===== src/include/enki_pkg.sv =====
// Package of offsets, fields, reset values and timing for the NMI/key block.
package enki_pkg;

  // ==========================================================
  // Register offsets (byte addresses on the APB bus).
  localparam logic [7:0] ENKI_OFS_MODE   = 8'h00;
  localparam logic [7:0] ENKI_OFS_PORT   = 8'h04;
  localparam logic [7:0] ENKI_OFS_DEBCNT = 8'h08;
  localparam logic [7:0] ENKI_OFS_KEYDIR = 8'h0c;
  localparam logic [7:0] ENKI_OFS_STATUS = 8'h10;
  localparam logic [7:0] ENKI_OFS_MASK   = 8'h14;

  // ==========================================================
  // Field positions.
  localparam int ENKI_NMI_EN_BIT  = 4;
  localparam int ENKI_PIN_LVL_BIT = 5;
  localparam int ENKI_KEY_DIR_LSB = 4;
  localparam int ENKI_ST_NMI_BIT  = 0;
  localparam int ENKI_ST_KEY_BIT  = 1;

  // ==========================================================
  // Reset values.
  localparam logic [7:0] ENKI_DEBCNT_RST = 8'hff;
  localparam logic [3:0] ENKI_KEYDIR_RST = 4'h0;
  localparam logic [1:0] ENKI_MASK_RST   = 2'h0;

  // ==========================================================
  // Timing: pclk cycles between two debounce samples.
  localparam int ENKI_SAMPLE_DIV = 4;

  // Bus slave answer states.
  typedef enum logic {ENKI_APB_IDLE, ENKI_APB_RESP} enki_apb_state_type;

endpackage


===== src/rtl/enki_debounce.sv =====
// Digital debounce filter for the non-maskable interrupt input.
`timescale 1ns/1ps
module enki_debounce
  import enki_pkg::*;
#(
  parameter int CNT_W = 8,
  parameter int DIV   = ENKI_SAMPLE_DIV
) (
  input  wire logic             pclk,
  input  wire logic             presetn,
  input  wire logic             raw,
  input  wire logic [CNT_W-1:0] limit,
  output logic                  level
);

  // The divider needs at least two states to make a slower tick.
  if (DIV < 2 || CNT_W < 1) begin : g_chk
    $error("enki_debounce: DIV must be 2 or more");
  end

  logic [15:0]      div_ff;   // Sample divider.
  logic             tick;     // One-cycle sample enable.
  logic [CNT_W-1:0] cnt_ff;   // Samples that differed so far.
  logic             level_ff; // Accepted level, idle high.

  assign tick  = (div_ff == 16'(DIV - 1));
  assign level = level_ff;

  // ==========================================================
  // Sample divider.
  always_ff @(posedge pclk or negedge presetn) begin
    if (!presetn) begin
      div_ff <= 16'h0000;
    end else if (tick) begin
      div_ff <= 16'h0000;
    end else begin
      div_ff <= div_ff + 16'h0001;
    end
  end

  // ==========================================================
  // A new level is taken only once it has differed for limit + 1 samples in a row,
  // so a pulse shorter than that never reaches the edge detector.
  always_ff @(posedge pclk or negedge presetn) begin
    if (!presetn) begin
      cnt_ff   <= '0;
      level_ff <= 1'b1;
    end else if (tick) begin
      if (raw == level_ff) begin
        cnt_ff <= '0;
      end else if (cnt_ff >= limit) begin
        cnt_ff   <= '0;
        level_ff <= raw;
      end else begin
        cnt_ff <= cnt_ff + 1'b1;
      end
    end
  end

  a_level_on_tick: assert property (@(posedge pclk) disable iff (!presetn)
    $changed(level_ff) |-> $past(tick) && $past(cnt_ff) >= $past(limit))
    else $error("debounce level changed before the count was reached");

  a_noise_reject: assert property (@(posedge pclk) disable iff (!presetn)
    (tick && raw == level_ff) |=> cnt_ff == '0 && $stable(level_ff))
    else $error("matching sample did not reset the debounce count");

endmodule


===== src/rtl/enki_key_detect.sv =====
// Key input detector: AND of enabled key pins, falling edge request.
`timescale 1ns/1ps
module enki_key_detect (
  input  wire logic       pclk,
  input  wire logic       presetn,
  input  wire logic [3:0] pins,
  input  wire logic [3:0] dir,
  output logic            fall
);

  logic comb;    // AND of the pins that are inputs.
  logic comb_ff; // Previous combined level.
  logic fall_ff; // Request pulse.

  // Output pins (dir 1) are forced high so they never trigger.
  assign comb = &(pins | dir);
  assign fall = fall_ff;

  // ==========================================================
  // Edge detection on the combined level. A pin held low keeps the
  // AND low, so further keys cannot make a new edge.
  always_ff @(posedge pclk or negedge presetn) begin
    if (!presetn) begin
      comb_ff <= 1'b1;
      fall_ff <= 1'b0;
    end else begin
      comb_ff <= comb;
      fall_ff <= comb_ff & ~comb;
    end
  end

  a_key_fall_req: assert property (@(posedge pclk) disable iff (!presetn)
    (comb_ff && |(~pins & ~dir)) |=> fall_ff)
    else $error("input key pin went low without a request");

  a_key_held_block: assert property (@(posedge pclk) disable iff (!presetn)
    !comb_ff |=> !fall_ff)
    else $error("request raised while a key was still held low");

  a_key_and_edge: assert property (@(posedge pclk) disable iff (!presetn)
    fall_ff |-> $past(comb_ff) && !$past(comb))
    else $error("request without a falling combined level");

endmodule


===== src/rtl/enki_top.sv =====
// Top of the external NMI and key input interrupt block with APB registers.
//
// The APB register port and the register offsets were decided locally.
`timescale 1ns/1ps

// Functional notes
// - NMI request on falling edge once enabled.
// - Enabled NMI ignores every mask setting; here only nmi_req does, irq still follows the NMI mask bit.
// - Pin level always readable in port register.
// - Reset leaves NMI off, pin is GPIO.
// - Enable locks set until reset.
// - NMI input is debounced before edge detect.
// - Low on input key pin raises request.
// - Key request wakes from stop and wait.
// - Held low key blocks other key detection.
module enki_top
  import enki_pkg::*;
#(
  parameter int CNT_W = 8,
  parameter int DIV   = ENKI_SAMPLE_DIV
) (
  input  wire logic        pclk,
  input  wire logic        presetn,
  input  wire logic        psel,
  input  wire logic        penable,
  input  wire logic        pwrite,
  input  wire logic [7:0]  paddr,
  input  wire logic [31:0] pwdata,
  output logic      [31:0] prdata,
  output logic             pready,
  output logic             pslverr,
  input  wire logic        nonmask_pin,
  input  wire logic [3:0]  key_input_pins,
  input  wire logic        stop_mode,
  input  wire logic        wait_mode,
  output logic             nmi_enabled,
  output logic             nmi_req,
  output logic             key_req,
  output logic             wake_req,
  output logic             irq
);

  // The debounce count register is eight bits wide on the bus.
  if (CNT_W != 8) begin : g_chk
    $error("enki_top: CNT_W must be 8");
  end

  // ==========================================================
  // Helper functions.

  // True for every mapped register offset.
  function automatic logic addr_ok(input logic [7:0] a);
    addr_ok = (a == ENKI_OFS_MODE) || (a == ENKI_OFS_PORT) ||
              (a == ENKI_OFS_DEBCNT) || (a == ENKI_OFS_KEYDIR) ||
              (a == ENKI_OFS_STATUS) || (a == ENKI_OFS_MASK);
  endfunction

  // ==========================================================
  // Registers.
  enki_apb_state_type state_ff;        // Bus answer state.
  logic [31:0]        prdata_ff;       // Read data.
  logic               pready_ff;       // Transfer complete.
  logic               pslverr_ff;      // Unmapped address.
  logic               nmi_en_ff;       // NMI enable, locked once set.
  logic [7:0]         nonmask_debounce_count; // Debounce limit.
  logic [3:0]         key_pin_direction_bits; // 1 = output pin.
  logic [1:0]         status_ff;       // Sticky events.
  logic [1:0]         mask_ff;         // 1 = event drives irq.
  logic               filt_prev_ff;    // Previous debounced level.
  logic               nmi_req_ff;      // NMI request pulse.
  logic               key_req_ff;      // Key request pulse.
  logic               wake_ff;         // Wake pulse.
  logic               irq_ff;          // Combined interrupt level.

  // ==========================================================
  // Combinational terms.
  logic        acc;        // Completing edge of an access.
  logic        wr_acc;     // Completing write.
  logic        filt;       // Debounced NMI input.
  logic        key_fall;   // Key detector pulse.
  logic        nmi_ev;     // NMI event this cycle.
  logic [1:0]  rd_clr;     // Status bits cleared by a read.
  logic [1:0]  nxt_status; // Next status.
  logic [1:0]  nxt_mask;   // Next mask.
  logic [31:0] rd_mux;     // Read data selected by address.

  assign acc    = (state_ff == ENKI_APB_RESP) && psel && penable;
  assign wr_acc = acc && pwrite;

  // Filtered falling edge, gated only by the enable.
  assign nmi_ev = nmi_en_ff && filt_prev_ff && !filt;

  // ==========================================================
  // Read data mux; unmapped offsets read as zero.
  always_comb begin
    rd_mux = 32'h0000_0000;
    if (paddr == ENKI_OFS_MODE) begin
      rd_mux[ENKI_NMI_EN_BIT] = nmi_en_ff;
    end else if (paddr == ENKI_OFS_PORT) begin
      // Live pin level, whether or not the NMI is enabled.
      rd_mux[ENKI_PIN_LVL_BIT] = nonmask_pin;
    end else if (paddr == ENKI_OFS_DEBCNT) begin
      rd_mux[7:0] = nonmask_debounce_count;
    end else if (paddr == ENKI_OFS_KEYDIR) begin
      rd_mux[ENKI_KEY_DIR_LSB +: 4] = key_pin_direction_bits;
    end else if (paddr == ENKI_OFS_STATUS) begin
      rd_mux[1:0] = status_ff;
    end else if (paddr == ENKI_OFS_MASK) begin
      rd_mux[1:0] = mask_ff;
    end
  end

  // ==========================================================
  // APB answer: one wait state, then pready for one cycle.
  always_ff @(posedge pclk or negedge presetn) begin
    if (!presetn) begin
      state_ff   <= ENKI_APB_IDLE;
      pready_ff  <= 1'b0;
      pslverr_ff <= 1'b0;
      prdata_ff  <= 32'h0000_0000;
    end else begin
      case (state_ff)
        ENKI_APB_IDLE: begin
          if (psel && penable) begin
            state_ff   <= ENKI_APB_RESP;
            pready_ff  <= 1'b1;
            pslverr_ff <= !addr_ok(paddr);
            prdata_ff  <= pwrite ? 32'h0000_0000 : rd_mux;
          end
        end
        default: begin
          state_ff   <= ENKI_APB_IDLE;
          pready_ff  <= 1'b0;
          pslverr_ff <= 1'b0;
        end
      endcase
    end
  end

  // ==========================================================
  // NMI enable: writing 1 sets it, writing 0 is ignored, so only
  // reset brings the pin back to plain GPIO use.
  always_ff @(posedge pclk or negedge presetn) begin
    if (!presetn) begin
      nmi_en_ff <= 1'b0;
    end else if (wr_acc && paddr == ENKI_OFS_MODE && pwdata[ENKI_NMI_EN_BIT]) begin
      nmi_en_ff <= 1'b1;
    end
  end

  // ==========================================================
  // Debounce count and key direction registers.
  always_ff @(posedge pclk or negedge presetn) begin
    if (!presetn) begin
      nonmask_debounce_count <= ENKI_DEBCNT_RST;
      key_pin_direction_bits <= ENKI_KEYDIR_RST;
    end else if (wr_acc) begin
      if (paddr == ENKI_OFS_DEBCNT) begin
        nonmask_debounce_count <= pwdata[7:0];
      end else if (paddr == ENKI_OFS_KEYDIR) begin
        key_pin_direction_bits <= pwdata[ENKI_KEY_DIR_LSB +: 4];
      end
    end
  end

  // ==========================================================
  // Status and mask. A read clears only the bits it returned, and an
  // event in the same cycle still sets its bit, so none is lost.
  always_comb begin
    rd_clr = 2'h0;
    if (acc && !pwrite && paddr == ENKI_OFS_STATUS) begin
      rd_clr = prdata_ff[1:0];
    end
    nxt_status = status_ff & ~rd_clr;
    nxt_status[ENKI_ST_NMI_BIT] = nxt_status[ENKI_ST_NMI_BIT] | nmi_ev;
    nxt_status[ENKI_ST_KEY_BIT] = nxt_status[ENKI_ST_KEY_BIT] | key_fall;
    nxt_mask = mask_ff;
    if (wr_acc && paddr == ENKI_OFS_MASK) begin
      nxt_mask = pwdata[1:0];
    end
  end

  always_ff @(posedge pclk or negedge presetn) begin
    if (!presetn) begin
      status_ff <= 2'h0;
      mask_ff   <= ENKI_MASK_RST;
      irq_ff    <= 1'b0;
    end else begin
      status_ff <= nxt_status;
      mask_ff   <= nxt_mask;
      irq_ff    <= |(nxt_status & nxt_mask);
    end
  end

  // ==========================================================
  // NMI path. The request pulse bypasses the mask register entirely;
  // the status bit drives irq only when its mask bit is set.
  enki_debounce #(
    .CNT_W (CNT_W),
    .DIV   (DIV)
  ) u_deb (
    .pclk    (pclk),
    .presetn (presetn),
    .raw     (nonmask_pin),
    .limit   (nonmask_debounce_count),
    .level   (filt)
  );

  always_ff @(posedge pclk or negedge presetn) begin
    if (!presetn) begin
      filt_prev_ff <= 1'b1;
      nmi_req_ff   <= 1'b0;
    end else begin
      filt_prev_ff <= filt;
      nmi_req_ff   <= nmi_ev;
    end
  end

  // ==========================================================
  // Key path and wake-up.
  enki_key_detect u_key (
    .pclk    (pclk),
    .presetn (presetn),
    .pins    (key_input_pins),
    .dir     (key_pin_direction_bits),
    .fall    (key_fall)
  );

  // Wake is raised in stop or wait; the pulse needs no running core.
  always_ff @(posedge pclk or negedge presetn) begin
    if (!presetn) begin
      key_req_ff <= 1'b0;
      wake_ff    <= 1'b0;
    end else begin
      key_req_ff <= key_fall;
      wake_ff    <= key_fall && (stop_mode || wait_mode);
    end
  end

  // ==========================================================
  // Outputs.
  assign prdata      = prdata_ff;
  assign pready      = pready_ff;
  assign pslverr     = pslverr_ff;
  assign nmi_enabled = nmi_en_ff;
  assign nmi_req     = nmi_req_ff;
  assign key_req     = key_req_ff;
  assign wake_req    = wake_ff;
  assign irq         = irq_ff;

  // ==========================================================
  // Assertions.
  a_nmi_edge_req: assert property (@(posedge pclk) disable iff (!presetn)
    (nmi_en_ff && $fell(filt)) |=> nmi_req_ff)
    else $error("enabled NMI edge gave no request");

  a_nmi_no_mask: assert property (@(posedge pclk) disable iff (!presetn)
    (nmi_en_ff && $fell(filt) && !mask_ff[ENKI_ST_NMI_BIT]) |=> nmi_req_ff)
    else $error("masked NMI was blocked");

  a_pin_readable: assert property (@(posedge pclk) disable iff (!presetn)
    ($rose(pready_ff) && !pwrite && paddr == ENKI_OFS_PORT)
      |-> prdata_ff[ENKI_PIN_LVL_BIT] == $past(nonmask_pin))
    else $error("port read did not return the pin level");

  a_nmi_off_quiet: assert property (@(posedge pclk) disable iff (!presetn)
    !nmi_en_ff |=> !nmi_req_ff)
    else $error("NMI request while disabled");

  a_en_locked: assert property (@(posedge pclk) disable iff (!presetn)
    nmi_en_ff |=> nmi_en_ff)
    else $error("NMI enable was cleared without reset");

  a_key_wake: assert property (@(posedge pclk) disable iff (!presetn)
    (key_fall && (stop_mode || wait_mode)) |=> wake_ff && key_req_ff)
    else $error("key event in stop or wait gave no wake");

  a_irq_follows: assert property (@(posedge pclk) disable iff (!presetn)
    ##1 irq_ff == |(status_ff & mask_ff))
    else $error("irq does not match masked status");

  c_nmi_req: cover property (@(posedge pclk) disable iff (!presetn) nmi_req_ff);
  c_key_wake: cover property (@(posedge pclk) disable iff (!presetn) wake_ff);
  c_status_clr: cover property (@(posedge pclk) disable iff (!presetn)
    |rd_clr);
  c_bus_err: cover property (@(posedge pclk) disable iff (!presetn) pslverr_ff);

endmodule


===== config.mk =====
export PLATFORM = sky130hd
export DESIGN_NAME = enki_top
export DESIGN_NICKNAME = d
export VERILOG_FILES = /design/src/include/enki_pkg.sv /design/src/rtl/enki_debounce.sv /design/src/rtl/enki_key_detect.sv /design/src/rtl/enki_top.sv
export SDC_FILE = /design/constraint.sdc
export NUM_CORES = 1
export LEC_CHECK = 0
export BUFFER_PORTS_ARGS = -buffer_cell sky130_fd_sc_hd__buf_4
export CAP_MARGIN = 25
export CORE_AREA = 2 2 86 88
export DETAILED_ROUTE_END_ITERATION = 8
export DIE_AREA = 0 0 88 90
export PLACE_DENSITY = 0.74
export SLEW_MARGIN = 25
export SYNTH_ARGS = -nofsm -noshare
export SYNTH_HDL_FRONTEND = slang
export SYNTH_SLANG_ARGS = --single-unit

===== constraint.sdc =====
create_clock -name pclk -period 3.7 [get_ports pclk]
set_input_delay 1.11 -clock pclk [delete_from_list [all_inputs] [get_ports pclk]]
set_output_delay 1.11 -clock pclk [all_outputs]
set_load 0.05 [all_outputs]

-- After elaboration in Yosys (flattened, before gate mapping)
Cells that the tools add are included.
W data, S select, Z words.
- input bits: 52
- output and inout bits: 39
- register bits after elaboration: 84
- muxes and demuxes: 25
- add/sub/neg operators: 2
- reductions and logical operators: 29
- magnitude comparators: 1
- eq/ne operators: 7
- bitwise gates (word level): 11
- operators by type and width (cell ; count):
    $mux W8 ; 3
    $add A16 B1 Y16 const B ; 1
    $eq A16 B2 Y1 const B ; 1
    $eq A8 B4 Y1 const B ; 2
    $eq A8 B5 Y1 const B ; 2
    $mux W16 ; 1
    $mux W2 ; 8
    $logic_and A1 B1 Y1 ; 12
    $mux W4 ; 3
    $add A8 B1 Y8 const B ; 1
    $eq A8 B3 Y1 const B ; 1
    $ge A8 B8 Y1 ; 1
    $logic_not A8 Y1 ; 1
    $mux W1 ; 8
    $logic_or A1 B1 Y1 ; 6
    $reduce_and A3 Y1 ; 2
    $mux W5 ; 1
    $and A2 B2 Y2 ; 2
    $not A1 Y1 ; 4
    $or A4 B4 Y4 ; 1
    $reduce_and A2 Y1 ; 2
    $reduce_and A4 Y1 ; 1
    $logic_not A1 Y1 ; 3
    $mux W3 ; 1
    6 further kinds ; 7

-- Depth between registers and ports, before layout
Gate-level depths: netlist of the first run.
- word-level depth: 10
- mapped depth: 7
- mapped depth without buffers: 7

-- By module
From an unflattened synthesis of the first run, not the netlist that was laid out.
- cell total of the unflattened synthesis: 281
- area, all modules: 3174.3 sq um
- by module, submodules not included (module ; sequential area each (sq um) ; cells each ; area an instance (sq um) ; instances):
    enki_top ; 837.1 ; 137 ; 1650.3 ; 1
    enki_debounce ; 626.9 ; 138 ; 1436.4 ; 1
    enki_key_detect ; 51.3 ; 6 ; 87.6 ; 1

-- Least setup slack after synthesis of the first run
OpenSTA, ideal clock, no wires.
- kind: in2reg
- from: input port paddr[0]
- to: register irq_ff (netlist: irq)
- required time: 3579 ps
- library setup time: 121 ps
- stages on the path: 5
- path buffers: 0
- arrival: 2531 ps
- slack: 1048 ps
- cell sequence: or4_4 > nor2_1 > and4_1 > mux2_2 > a22o_1
- elaborated cells between the ends (all ways): 12
- those cells by class: eq/ne (2); mux (2); bitwise (5); reduce/logical (3)
- RTL lines (what ; RTL line ; RTL):
    start, declared ; enki_top.sv:27 ; input wire logic [7:0] paddr,
    $eq A8 B5 Y1 ; enki_top.sv:178 ; if (wr_acc && paddr == ENKI_OFS_MASK) begin
    $logic_and A1 B1 Y1 ; enki_top.sv:178 ;
    $mux W2 ; enki_top.sv:178 ;
    net nxt_mask[0] ; enki_top.sv:84 ; logic [1:0] nxt_mask;
    $and A2 B2 Y2 ; enki_top.sv:191 ; irq_ff <= |(nxt_status & nxt_mask);
    $reduce_or A2 Y1 ; enki_top.sv:191 ;
    end signal, assigned ; enki_top.sv:191 ;
    end, declared ; enki_top.sv:73 ; logic irq_ff;
The timed path passes the listed nets, and every way through them passes these cells.
A chain may end at the register's enable or synchronous reset.

-- Final worst setup path of the first run
Same ends and word-level chain as after synthesis.

==> results of run 1 <==
-- cell type report --
type                            instances  share of cell area [%]
Tap cell                               99                    3.48
Multi-Input combinational cell        200                    38.6
Timing Repair Buffer                   42                    8.86
Sequential cell                        60                    42.6
Clock inverter                          4                    1.41
Inverter                                9                   0.950
Clock buffer                           12                    4.08
-- stage by stage --
step / instance area, µm² / hold WS [ps] / utilization [%]
6_report: 3560 / 398 / 50.7
3_3_place_gp: 3360 / 378 / 47.9
3_5_place_dp: 3360 / 381 / 47.9
5_1_grt: 3560 / 411 / 50.7
4_1_cts: 3560 / 404 / 50.7
2_1_floorplan: 3120 / 372 / -
-- state kept, by name, summed over array words and instances (netlist names), 2 cells and up --
| name | count |
|---|---|
| key_pin_direction_bits | 4 |
| status_ff | 2 |
| u_deb.cnt_ff | 8 |
| nonmask_debounce_count | 8 |
| mask_ff | 2 |
| prdata | 8 |
| u_deb.div_ff | 16 |
-- routing by layer --
metal  vias to the layer above  track usage (%)
li1                       1026                -
met1                      1020             20.0
met2                        44             22.2
met3                         8             4.96
met4                         0             5.64
met5                         -                0
-- power groups by stage --
stage	Combinational (µW)	Clock, µW	Sequential, µW
3_3_place_gp	136	0	683
4_1_cts	137	593	671
6_report	137	577	671
3_5_place_dp	137	0	683
2_1_floorplan	95.1	0	694
5_1_grt	146	632	672
-- final timing paths --
kind | cells past startpoint | slack (ps) | to
setup / recovery | 6 | 1160 | irq
hold / removal | 0 | 400 | filt_prev_ff
setup reg to reg | 7 | 1250 | u_deb.cnt_ff[0]
hold reg to reg | 0 | 400 | filt_prev_ff
max in group asynchronous | 1 | 2370 | mask_ff[1]
min in group asynchronous | 1 | 830 | prdata[7]
-- cells by family (layout without fill, tap and decap cells) --
family | Yosys count | in the layout | synth area share, %
simple gates | 88 | 88 | 16.5
flops | 60 | 60 | 49.9
compound gates | 42 | 42 | 9.72
buf+inv | 38 | 67 | 7.70
mux | 21 | 21 | 7.58
xor+xnor | 15 | 15 | 4.33
fa+ha+maj | 10 | 10 | 4.12
other cells | 1 | 24 | 0.123
-- layout by cell type (no fill, tap or decap), types with 3 or more instances in the layout --
master    count
dfrtp_1      49
buf_4        42
conb_1       24
nand2_1      16
mux2_2       16
nor2_1       15
nand3_1      13
xnor2_1      11
dfstp_2      11
ha_1         10
clkbuf_8     10
inv_1         9
a22o_1        9
o21ai_0       9
and3_1        8
a21o_1        7
nor2b_1       6
nand4_1       5
and2_1        5
mux2i_1       5
a21oi_1       5
xor2_1        4
o211ai_1      3
-- synthesized netlist by cell type, types with 2 or more instances --
library cell / n / area, µm²
o211ai_1: 3 / 22.5
nand4b_1: 2 / 17.5
nand3_1: 13 / 65.1
dfstp_2: 11 / 289
clkbuf_1: 3 / 11.3
o21ai_0: 9 / 45.0
nor3_1: 2 / 10.0
a21oi_1: 5 / 25.0
mux2i_1: 5 / 50.1
o31ai_1: 2 / 15.0
or4_1: 2 / 15.0
mux2_2: 16 / 180
a22o_1: 9 / 78.8
nor4_1: 2 / 12.5
a21o_1: 7 / 52.6
inv_1: 9 / 33.8
and2_1: 5 / 31.3
xnor2_1: 11 / 96.3
and4_1: 2 / 17.5
buf_4: 24 / 180
xor2_1: 4 / 35.0
nand2_1: 16 / 60.1
nand4_1: 5 / 31.3
nor2_1: 15 / 56.3
ha_1: 10 / 125
o22ai_1: 2 / 12.5
and3_1: 8 / 50.1
dfrtp_1: 49 / 1230
nor2b_1: 6 / 37.5
-- worst max-delay path: cells and delay by family --
kind	cells	cell delay (ps)
AND/OR/NAND/NOR	3	960
multiplexers	1	360
AO/OA/AOI/OAI	1	210
buffers and inverters	1	110
==> impl_metrics.ini, run 1 <==
[placement]
port_buffers = 42
dp_hpwl_mm = 4.03
worst_setup_slack_post_dpl_ps = 821
global_placer_s_final_weighted_congestion = 0.852
place.detailed.instances = 410

[pwr]
p_comb_share_pct = 9.9
totalPowerFinal_uw = 1380
pwr-share-clk_pct = 41.7
max-vdd-ir-drop_v = 0.000264
sw_frac_of_total_pct = 25.8
p_seq_share_pct = 48.5
total_switching_power_uw = 357
p_per_area_mw_per_mm2 = 389
internal_power_uw = 1030
total_leakage_power_uw = 0.00171

[die]
pin_count = 91
core_mm2 = 0.00702
dieArea_mm2 = 0.00792
die_w_um = 88
die_h_um = 90
floorplan.initialDensity_pct = 43.3
row_count = 31

[setup_path]
critPathLaunch = paddr[0]
critical_path.max_fanout = 3
critical_path.max_stage_delay_ps = 570
end_kind = flop
cp_cell_sequence = buf_4, or4_4, nor2_1, and4_1, mux2_2, a22o_1
worst_path_slowest_cell = or4_4
setup.worst_path.class = input port to flop
reg2reg_from = nonmask_debounce_count[2]
cp-start-kind = input port
worst-endpoint-required_ps = 3920
cp_data_arrival_time_ps = 2760

[drt]
wirelength_met1_mm = 2.51
drt-vias-per-instance = 4.92
drc = 0
routed-via-count = 2098
wirelength_mm = 5.50
routed-wl-met3_um = 217
post_drt_wl_per_cell_um = 12.9
detail_route.iter0.violations = 131
detail_route.first_pass.iterations = 4
drt.antenna.violating_nets = 0
met2_wirelength_mm = 2.69
dr.max_layer_used = met4

[clock_tree]
cts.sinks = 60
cts.reportedPaths.clkPinSlew_ps = 70
cts_root_buffer = clkbuf_8
postCtsHoldBufs = 0
post-cts-setup-buffers = 0
cts_tree = done
clock_latency_ps = 330
cts_max_path_buffers = 2
cts_resized = 0
cts-htree-levels = 3
cts_made_buffers = 9

[status]
status = completed

[finish]
n_fill_cell = 625
register_cell_area_after_layout_mm2 = 0.00152
antenna_cells_inserted = 0
fin_cells = 426
area_delta_synth_final_pct = 17.1
final_net_count = 384
layout-drive-gt1-share_pct = 26.9
multi_input_comb_area_mm2 = 0.00137

[global_route]
grt_use_total_pct = 14.9
grt_pass1_vias = 2004
globalRouteOverflowTotal = 0
global_route_wire_length_before_repair_mm = 9.18
antenna_found_initial = 0
grt_max_degree = 61

[synth]
post_synth_top_flop = dfrtp_1
syn_inst = 275
yosys_warnings = 0
synth_seq_area_share_pct = 49.9
post_synth_instance_area_mm2 = 0.00304
synth.distinct_cells = 47
syn-mean-instance-area_um2 = 11.0
async_reset_ff_share_pct = 100
synth-edff-count = 0
synth_seq_cells = 60

[timing]
final_period_minus_worst_setup_slack_ps = 2540
finalSetupViolations = 0
timing.final.hold_violations = 0
worst_rel_slew_slack_pct = 51.3
timing.final.crit_share_pct = 68.7
unrepaired_setup_endpoints_after_global_routing = no
fin_worst_skew_ps = 7.68
worst_slack_ps = 1160
max_clock_freq_mhz = 394
setup_total_negative_slack_ps = 0
tightest_slew_ps = 730
drv_slew = 0

[worst_hold_path]
worst_hold_startpoint = u_deb.level
min_path_type = flop to flop

[job]
drv.max_cap_violation_count = 0
Note: power is estimated with default switching activity, not from simulation.
==> inputs of run 2 (changes only) <==
--- a/config.mk
+++ b/config.mk
@@ -5,11 +5,12 @@
 export SDC_FILE = /design/constraint.sdc
 export NUM_CORES = 1
 export LEC_CHECK = 0
+export ABC_AREA = 1
 export BUFFER_PORTS_ARGS = -buffer_cell sky130_fd_sc_hd__buf_4
 export CAP_MARGIN = 25
-export CORE_AREA = 2 2 86 88
+export CORE_AREA = 2 2 89 91
 export DETAILED_ROUTE_END_ITERATION = 8
-export DIE_AREA = 0 0 88 90
+export DIE_AREA = 0 0 91 93
 export PLACE_DENSITY = 0.74
 export SLEW_MARGIN = 25
 export SYNTH_ARGS = -nofsm -noshare
==> constraint.sdc (replaced) <==
create_clock -name pclk -period 2.5 [get_ports pclk]
set_input_delay 0.75 -clock pclk [delete_from_list [all_inputs] [get_ports pclk]]
set_output_delay 0.75 -clock pclk [all_outputs]
set_load 0.05 [all_outputs]
==> run 2 against run 1 <==
Effect of this change: worst hold slack worse by 26 ps; register-to-register slack worse by 530 ps; via count rose by 24%; sequential power increased by 51%; largest power group unchanged; first-iteration DRC count is 21% higher; cell area is 8.3% higher; largest cell class unchanged; synthesized cell count grew 45%.
==> impl_metrics.ini, run 2 <==
[clock_tree]
cts_max_path_buffers = 2
cts_made_buffers = 9
cts_resized = 0
post-cts-setup-buffers = 0
clock_latency_ps = 340
cts_root_buffer = clkbuf_8
cts.reportedPaths.clkPinSlew_ps = 70
cts_tree = done
cts.sinks = 60
postCtsHoldBufs = 0
cts-htree-levels = 3

[global_route]
antenna_found_initial = 0
grt_pass1_vias = 2519
grt_use_total_pct = 16.2
globalRouteOverflowTotal = 0
grt_max_degree = 61
global_route_wire_length_before_repair_mm = 11.0

[drt]
drc = 0
drt.antenna.violating_nets = 0
detail_route.iter0.violations = 159
wirelength_met1_mm = 2.88
detail_route.first_pass.iterations = 4
met2_wirelength_mm = 3.08
drt-vias-per-instance = 4.67
dr.max_layer_used = met4
routed-wl-met3_um = 309
routed-via-count = 2595
wirelength_mm = 6.37
post_drt_wl_per_cell_um = 11.4

[synth]
post_synth_fa_ha_maj_area_fraction_pct = 3.80
synth_largest_type_area_fraction_pct = 37.2
synth_simple_gate_area_share_pct = 26.4
post_synth_instance_area_mm2 = 0.00330
muxShareOfSynthArea_pct = 0
post_synth_main_area_contributors = dfrtp_1, nand2_1, dfstp_2
ys_top_cells_by_count = nand2_1, inv_1, dfrtp_1, nor2_1, nand3_1
synthesized_area_fraction_occupied_by_xor_and_xnor_cells_pct = 3.72
syn_inst = 399
synth_top_family_by_area = simple AND/OR/NAND/NOR gates
yosys_warnings = 0
synth_seq_cells = 60
syn-mean-instance-area_um2 = 8.26
synthDominantAreaCellType = dfrtp_1
count_leader_synth = nand2_1
share_of_the_synthesized_area_in_compound_gates_ao_oa_aoi_oai_pct = 6.72
synth.distinct_cells = 33
post_synth_top_flop = dfrtp_1
async_reset_ff_share_pct = 100
synth-edff-count = 0
synth_seq_area_share_pct = 46.0

[timing]
timing.final.crit_share_pct = 71.3
finalSetupViolations = 0
timing.final.hold_violations = 0
fin_worst_skew_ps = 8.90
final_period_minus_worst_setup_slack_ps = 1780
max_clock_freq_mhz = 561
drv_slew = 0
unrepaired_setup_endpoints_after_global_routing = no
timing.hold.ws_ps = 372
tightest_slew_ps = 718
setup_total_negative_slack_ps = 0
worst_rel_slew_slack_pct = 52.1

[placement]
dp_hpwl_mm = 4.73
global_placer_s_final_weighted_congestion = 0.891
port_buffers = 42

[pwr]
total_leakage_power_uw = 0.00211
max-vdd-ir-drop_v = 0.000337
p_per_area_mw_per_mm2 = 567

[setup_path]
ff2ff_setup_slack_ps = 720
end_kind = flop
cp-start-kind = flop
worst-endpoint-required_ps = 2770
setup.worst_path.class = flop to flop
cp_data_arrival_time_ps = 2050
critical_path.max_fanout = 4

[finish]
antenna_cells_inserted = 0
layout_commonest_cell = nand2_1
mostFrequentLayoutCells = nand2_1, inv_1, dfrtp_1
multi_input_comb_area_mm2 = 0.00143
final_net_count = 511
largest_register_ff_count = 16
registers.top_by_ff_count = u_deb.div_ff
n_fill_cell = 753
area_delta_synth_final_pct = 16.9
register_cell_area_after_layout_mm2 = 0.00152
layout-drive-gt1-share_pct = 22.5

[die]
die_h_um = 93
row_count = 32
floorplan.initialDensity_pct = 43.8
pin_count = 91
core_mm2 = 0.00753
dieArea_mm2 = 0.00846
die_w_um = 91

[worst_hold_path]
min_path_type = flop to flop

[status]
status = completed

[job]
drv.max_cap_violation_count = 0
run 2: stage by stage:
stage | area, µm² | power (µW) | std cells | worst slack [ps] | util (%)
4_1_cts | 3850 | 2200 | 556 | 711 | 51.2
2_1_floorplan | 3380 | 1210 | 422 | 864 | -
3_5_place_dp | 3630 | 1260 | 540 | 577 | 48.2
6_report | 3850 | 2180 | 556 | 718 | 51.2
3_3_place_gp | 3630 | 1260 | 540 | 614 | 48.2
5_1_grt | 3850 | 2260 | 556 | 572 | 51.2
run 2: layout make-up:
cell class                      count  share of cell area (%)
Clock buffer                       13                    4.65
Clock inverter                      3                    1.10
Inverter                           63                    6.27
Multi-Input combinational cell    273                    37.1
Sequential cell                    60                    39.3
Tap cell                          102                    3.31
Timing Repair Buffer               42                    8.19
run 2: final timing paths:
check / from / to / cells past startpoint
worst max-delay path: nonmask_debounce_count[7] / u_deb.cnt_ff[6] / 8
max in group asynchronous: presetn / u_deb.cnt_ff[4] / 1
worst min-delay path: u_key.fall / key_req / 0
worst min register to register: u_key.fall / key_req / 0
worst max register to register: nonmask_debounce_count[7] / u_deb.cnt_ff[6] / 8
min in group asynchronous: presetn / pready / 1
run 2: worst max-delay path: stages, from the launching register on:
cell	delay, ps
dfstp_2	540
inv_1	50
ha_1	310
a21o_1	200
nor2_1	150
nand3_1	170
nor2_4	160
o21ai_1	80
nand2_1	60
run 2: metal layers:
metal,GRT usage (%),vias up
met5,0,-
met4,7.95,0
met3,3.95,9
met2,25.9,60
met1,20.8,1223
li1,-,1303
run 2: logic make-up after synthesis:
group,Yosys count
AO/OA/AOI/OAI,40
XOR/XNOR,14
other,1
buffers and inverters,89
flip-flops,60
AND/OR/NAND/NOR,185
adder cells (fa/ha/maj),10
run 2: power breakdown:
| group | internal, µW | total, µW | switching (µW) |
|---|---|---|---|
| combinational | 58.9 | 233 | 174 |
| clock | 567 | 942 | 375 |
| sequential | 992 | 1010 | 15.0 |
| total | 1620 | 2180 | 564 |
==> inputs of run 3 (changes only) <==
--- a/config.mk
+++ b/config.mk
@@ -5,13 +5,13 @@
 export SDC_FILE = /design/constraint.sdc
 export NUM_CORES = 1
 export LEC_CHECK = 0
-export ABC_AREA = 1
+export ABC_AREA = 0
 export BUFFER_PORTS_ARGS = -buffer_cell sky130_fd_sc_hd__buf_4
 export CAP_MARGIN = 25
-export CORE_AREA = 2 2 89 91
+export CORE_AREA = 2 2 86 88
 export DETAILED_ROUTE_END_ITERATION = 8
-export DIE_AREA = 0 0 91 93
-export PLACE_DENSITY = 0.74
+export DIE_AREA = 0 0 88 90
+export PLACE_DENSITY = 0.77
 export SLEW_MARGIN = 25
 export SYNTH_ARGS = -nofsm -noshare
 export SYNTH_HDL_FRONTEND = slang
==> constraint.sdc (replaced) <==
create_clock -name pclk -period 1.5 [get_ports pclk]
set_input_delay 0.45 -clock pclk [delete_from_list [all_inputs] [get_ports pclk]]
set_output_delay 0.45 -clock pclk [all_outputs]
set_load 0.05 [all_outputs]
==> run 3 against run 2 <==
Effect of this change: the flow now finishes with violations (negative setup slack); clock power is 70% higher; sequential cell count is the same; global-route usage is 3.6 points higher; setup slack got worse by 1000 ps; clock skew shrank 2.3 ps; die area is 6.4% lower; critical path depth stayed put; critical path type unchanged; highest routed layer unchanged.
==> impl_metrics.ini, run 3 (synthesized netlist as in run 1, its figures left out) <==
[clock_tree]
cts_max_path_buffers = 2
cts.reportedPaths.clkPinSlew_ps = 70
cts-htree-levels = 3
cts_tree = done
cts_made_buffers = 9
cts.sinks = 60
cts_root_buffer = clkbuf_8
clock_latency_ps = 340

[setup_path]
end_kind = flop
r2r_cells = 8
regToRegEndpoint = u_deb.cnt_ff[4]
worst-endpoint-required_ps = 1720
cp-start-kind = flop
critical_path.max_fanout = 6
cp_data_arrival_time_ps = 2020
reg2reg_from = nonmask_debounce_count[7]
setup.worst_path.class = flop to flop
ff2ff_setup_slack_ps = -300

[timing]
drv_slew = 0
final_period_minus_worst_setup_slack_ps = 1800
unrepaired_setup_endpoints_after_global_routing = yes
fin_worst_skew_ps = 6.58
finalSetupViolations = 30
timing.final.crit_share_pct = 120
timing.final.hold_violations = 0
worst_slack_ps = -299
max_clock_freq_mhz = 556

[global_route]
grt_max_degree = 34
globalRouteOverflowTotal = 0
grt_pass1_vias = 2575
grt_use_total_pct = 19.8
global_route_wire_length_before_repair_mm = 12.1
antenna_found_initial = 0

[drt]
detail_route.iter0.violations = 106
routed-via-count = 2464
met2_wirelength_mm = 4.08
drt.antenna.violating_nets = 0
drt-vias-per-instance = 5.00
drc = 0
wirelength_met1_mm = 3.08
detail_route.first_pass.iterations = 4
routed-wl-met3_um = 295
post_drt_wl_per_cell_um = 15.4
wirelength_mm = 7.61
dr.max_layer_used = met4

[pwr]
totalPowerFinal_uw = 3670
max-vdd-ir-drop_v = 0.000467
p_per_area_mw_per_mm2 = 827
total_leakage_power_uw = 0.00215

[finish]
mostFrequentLayoutCells = buf_4, dfrtp_1, conb_1
final_util_pct = 63.2
layout-drive-gt1-share_pct = 50.5
n_fill_cell = 532
antenna_cells_inserted = 0
area_delta_synth_final_pct = 46.1
fin_cells = 493
layout_commonest_cell = buf_4
final_net_count = 451
registers.top_by_ff_count = u_deb.div_ff
largest_register_ff_count = 16

[placement]
worst_setup_slack_post_dpl_ps = -658
port_buffers = 42
global_placer_s_final_weighted_congestion = 0.917
place.detailed.instances = 467
dp_hpwl_mm = 5.14

[status]
status = complete, but fails checks
failed_checks = negative setup slack

[job]
drv.max_cap_violation_count = 0

[die]
die_h_um = 90
floorplan.initialDensity_pct = 43.3
core_mm2 = 0.00702
die_w_um = 88
dieArea_mm2 = 0.00792
row_count = 31
pin_count = 91

[worst_hold_path]
min_path_type = input port to asynchronous set/reset pin
==> run 3: cell types whose count changed in the layout (fill, tap and decap cells not counted), moves of 12 or more <==
cell,previous run,this run
mux2_4,0,12
nand3_1,25,11
nor2_1,37,11
buf_4,42,97
nand2_1,86,15
inv_1,56,3
==> run 3: layer usage <==
layer / up-vias / global-route usage [%]
met4: 0 / 8.33
met2: 65 / 34.5
li1: 1163 / -
met3: 12 / 4.87
met5: - / 0
met1: 1224 / 22.6
==> run 3: area by class of cell <==
class	count	area (µm²)	share of cell area [%]
multi-input cells	200	1680	37.8
clock buffers	11	141	3.19
flip-flops and latches	60	1520	34.1
clock inverters	5	75.1	1.69
repair buffers	109	872	19.7
well taps	99	124	2.79
inverters	9	33.8	0.761
==> run 3: report_power, final <==
group	leakage, µW	switching [µW]	internal [µW]
registers	0.000784	10.6	1640
clock network	0.000113	630	973
logic	0.00125	288	128
total	0.00215	929	2740
==> run 3: how the worst max path moves through the flow <==
| stage | start | to | slack (ps) | depth (start not counted) |
|---|---|---|---|---|
| after global placement | paddr[0] | irq | -630 | 6 |
| after global routing | nonmask_debounce_count[5] | u_deb.cnt_ff[3] | -400 | 8 |
| after CTS | paddr[6] | irq | -290 | 6 |
| final | nonmask_debounce_count[7] | u_deb.cnt_ff[4] | -300 | 8 |
| after detailed placement | paddr[0] | irq | -660 | 6 |
| after floorplan | paddr[0] | nonmask_debounce_count[0] | -470 | 5 |
==> run 3: what timing repair did <==
item / CTS / global route
gates cloned: 0 / 0
pin swaps: 22 / 15
resized for setup: 53 / 20
endpoints found under the setup margin: 33 / 42
hold endpoints to repair: 0 / 0
buffers inserted: 6 / 6
hold buffers: 0 / 0
==> run 3: stage by stage <==
stage / area, µm² / hold slack, ps / TNS [ps]
2_1_floorplan: 3160 / 154 / -9870
3_3_place_gp: 3830 / 407 / -14670
3_5_place_dp: 3830 / 403 / -15780
4_1_cts: 4320 / 59.8 / -5090
5_1_grt: 4440 / 75.3 / -7190
6_report: 4440 / 45.7 / -5910
==> run 3: critical path, cell delays in order (launching register included) <==
cell and delay [ps]:
dfstp_2 550, inv_2 50, ha_4 280, nand2_4 60, o211ai_1 190, a21oi_2 70
buf_6 140, a21o_1 170, a22o_1 180
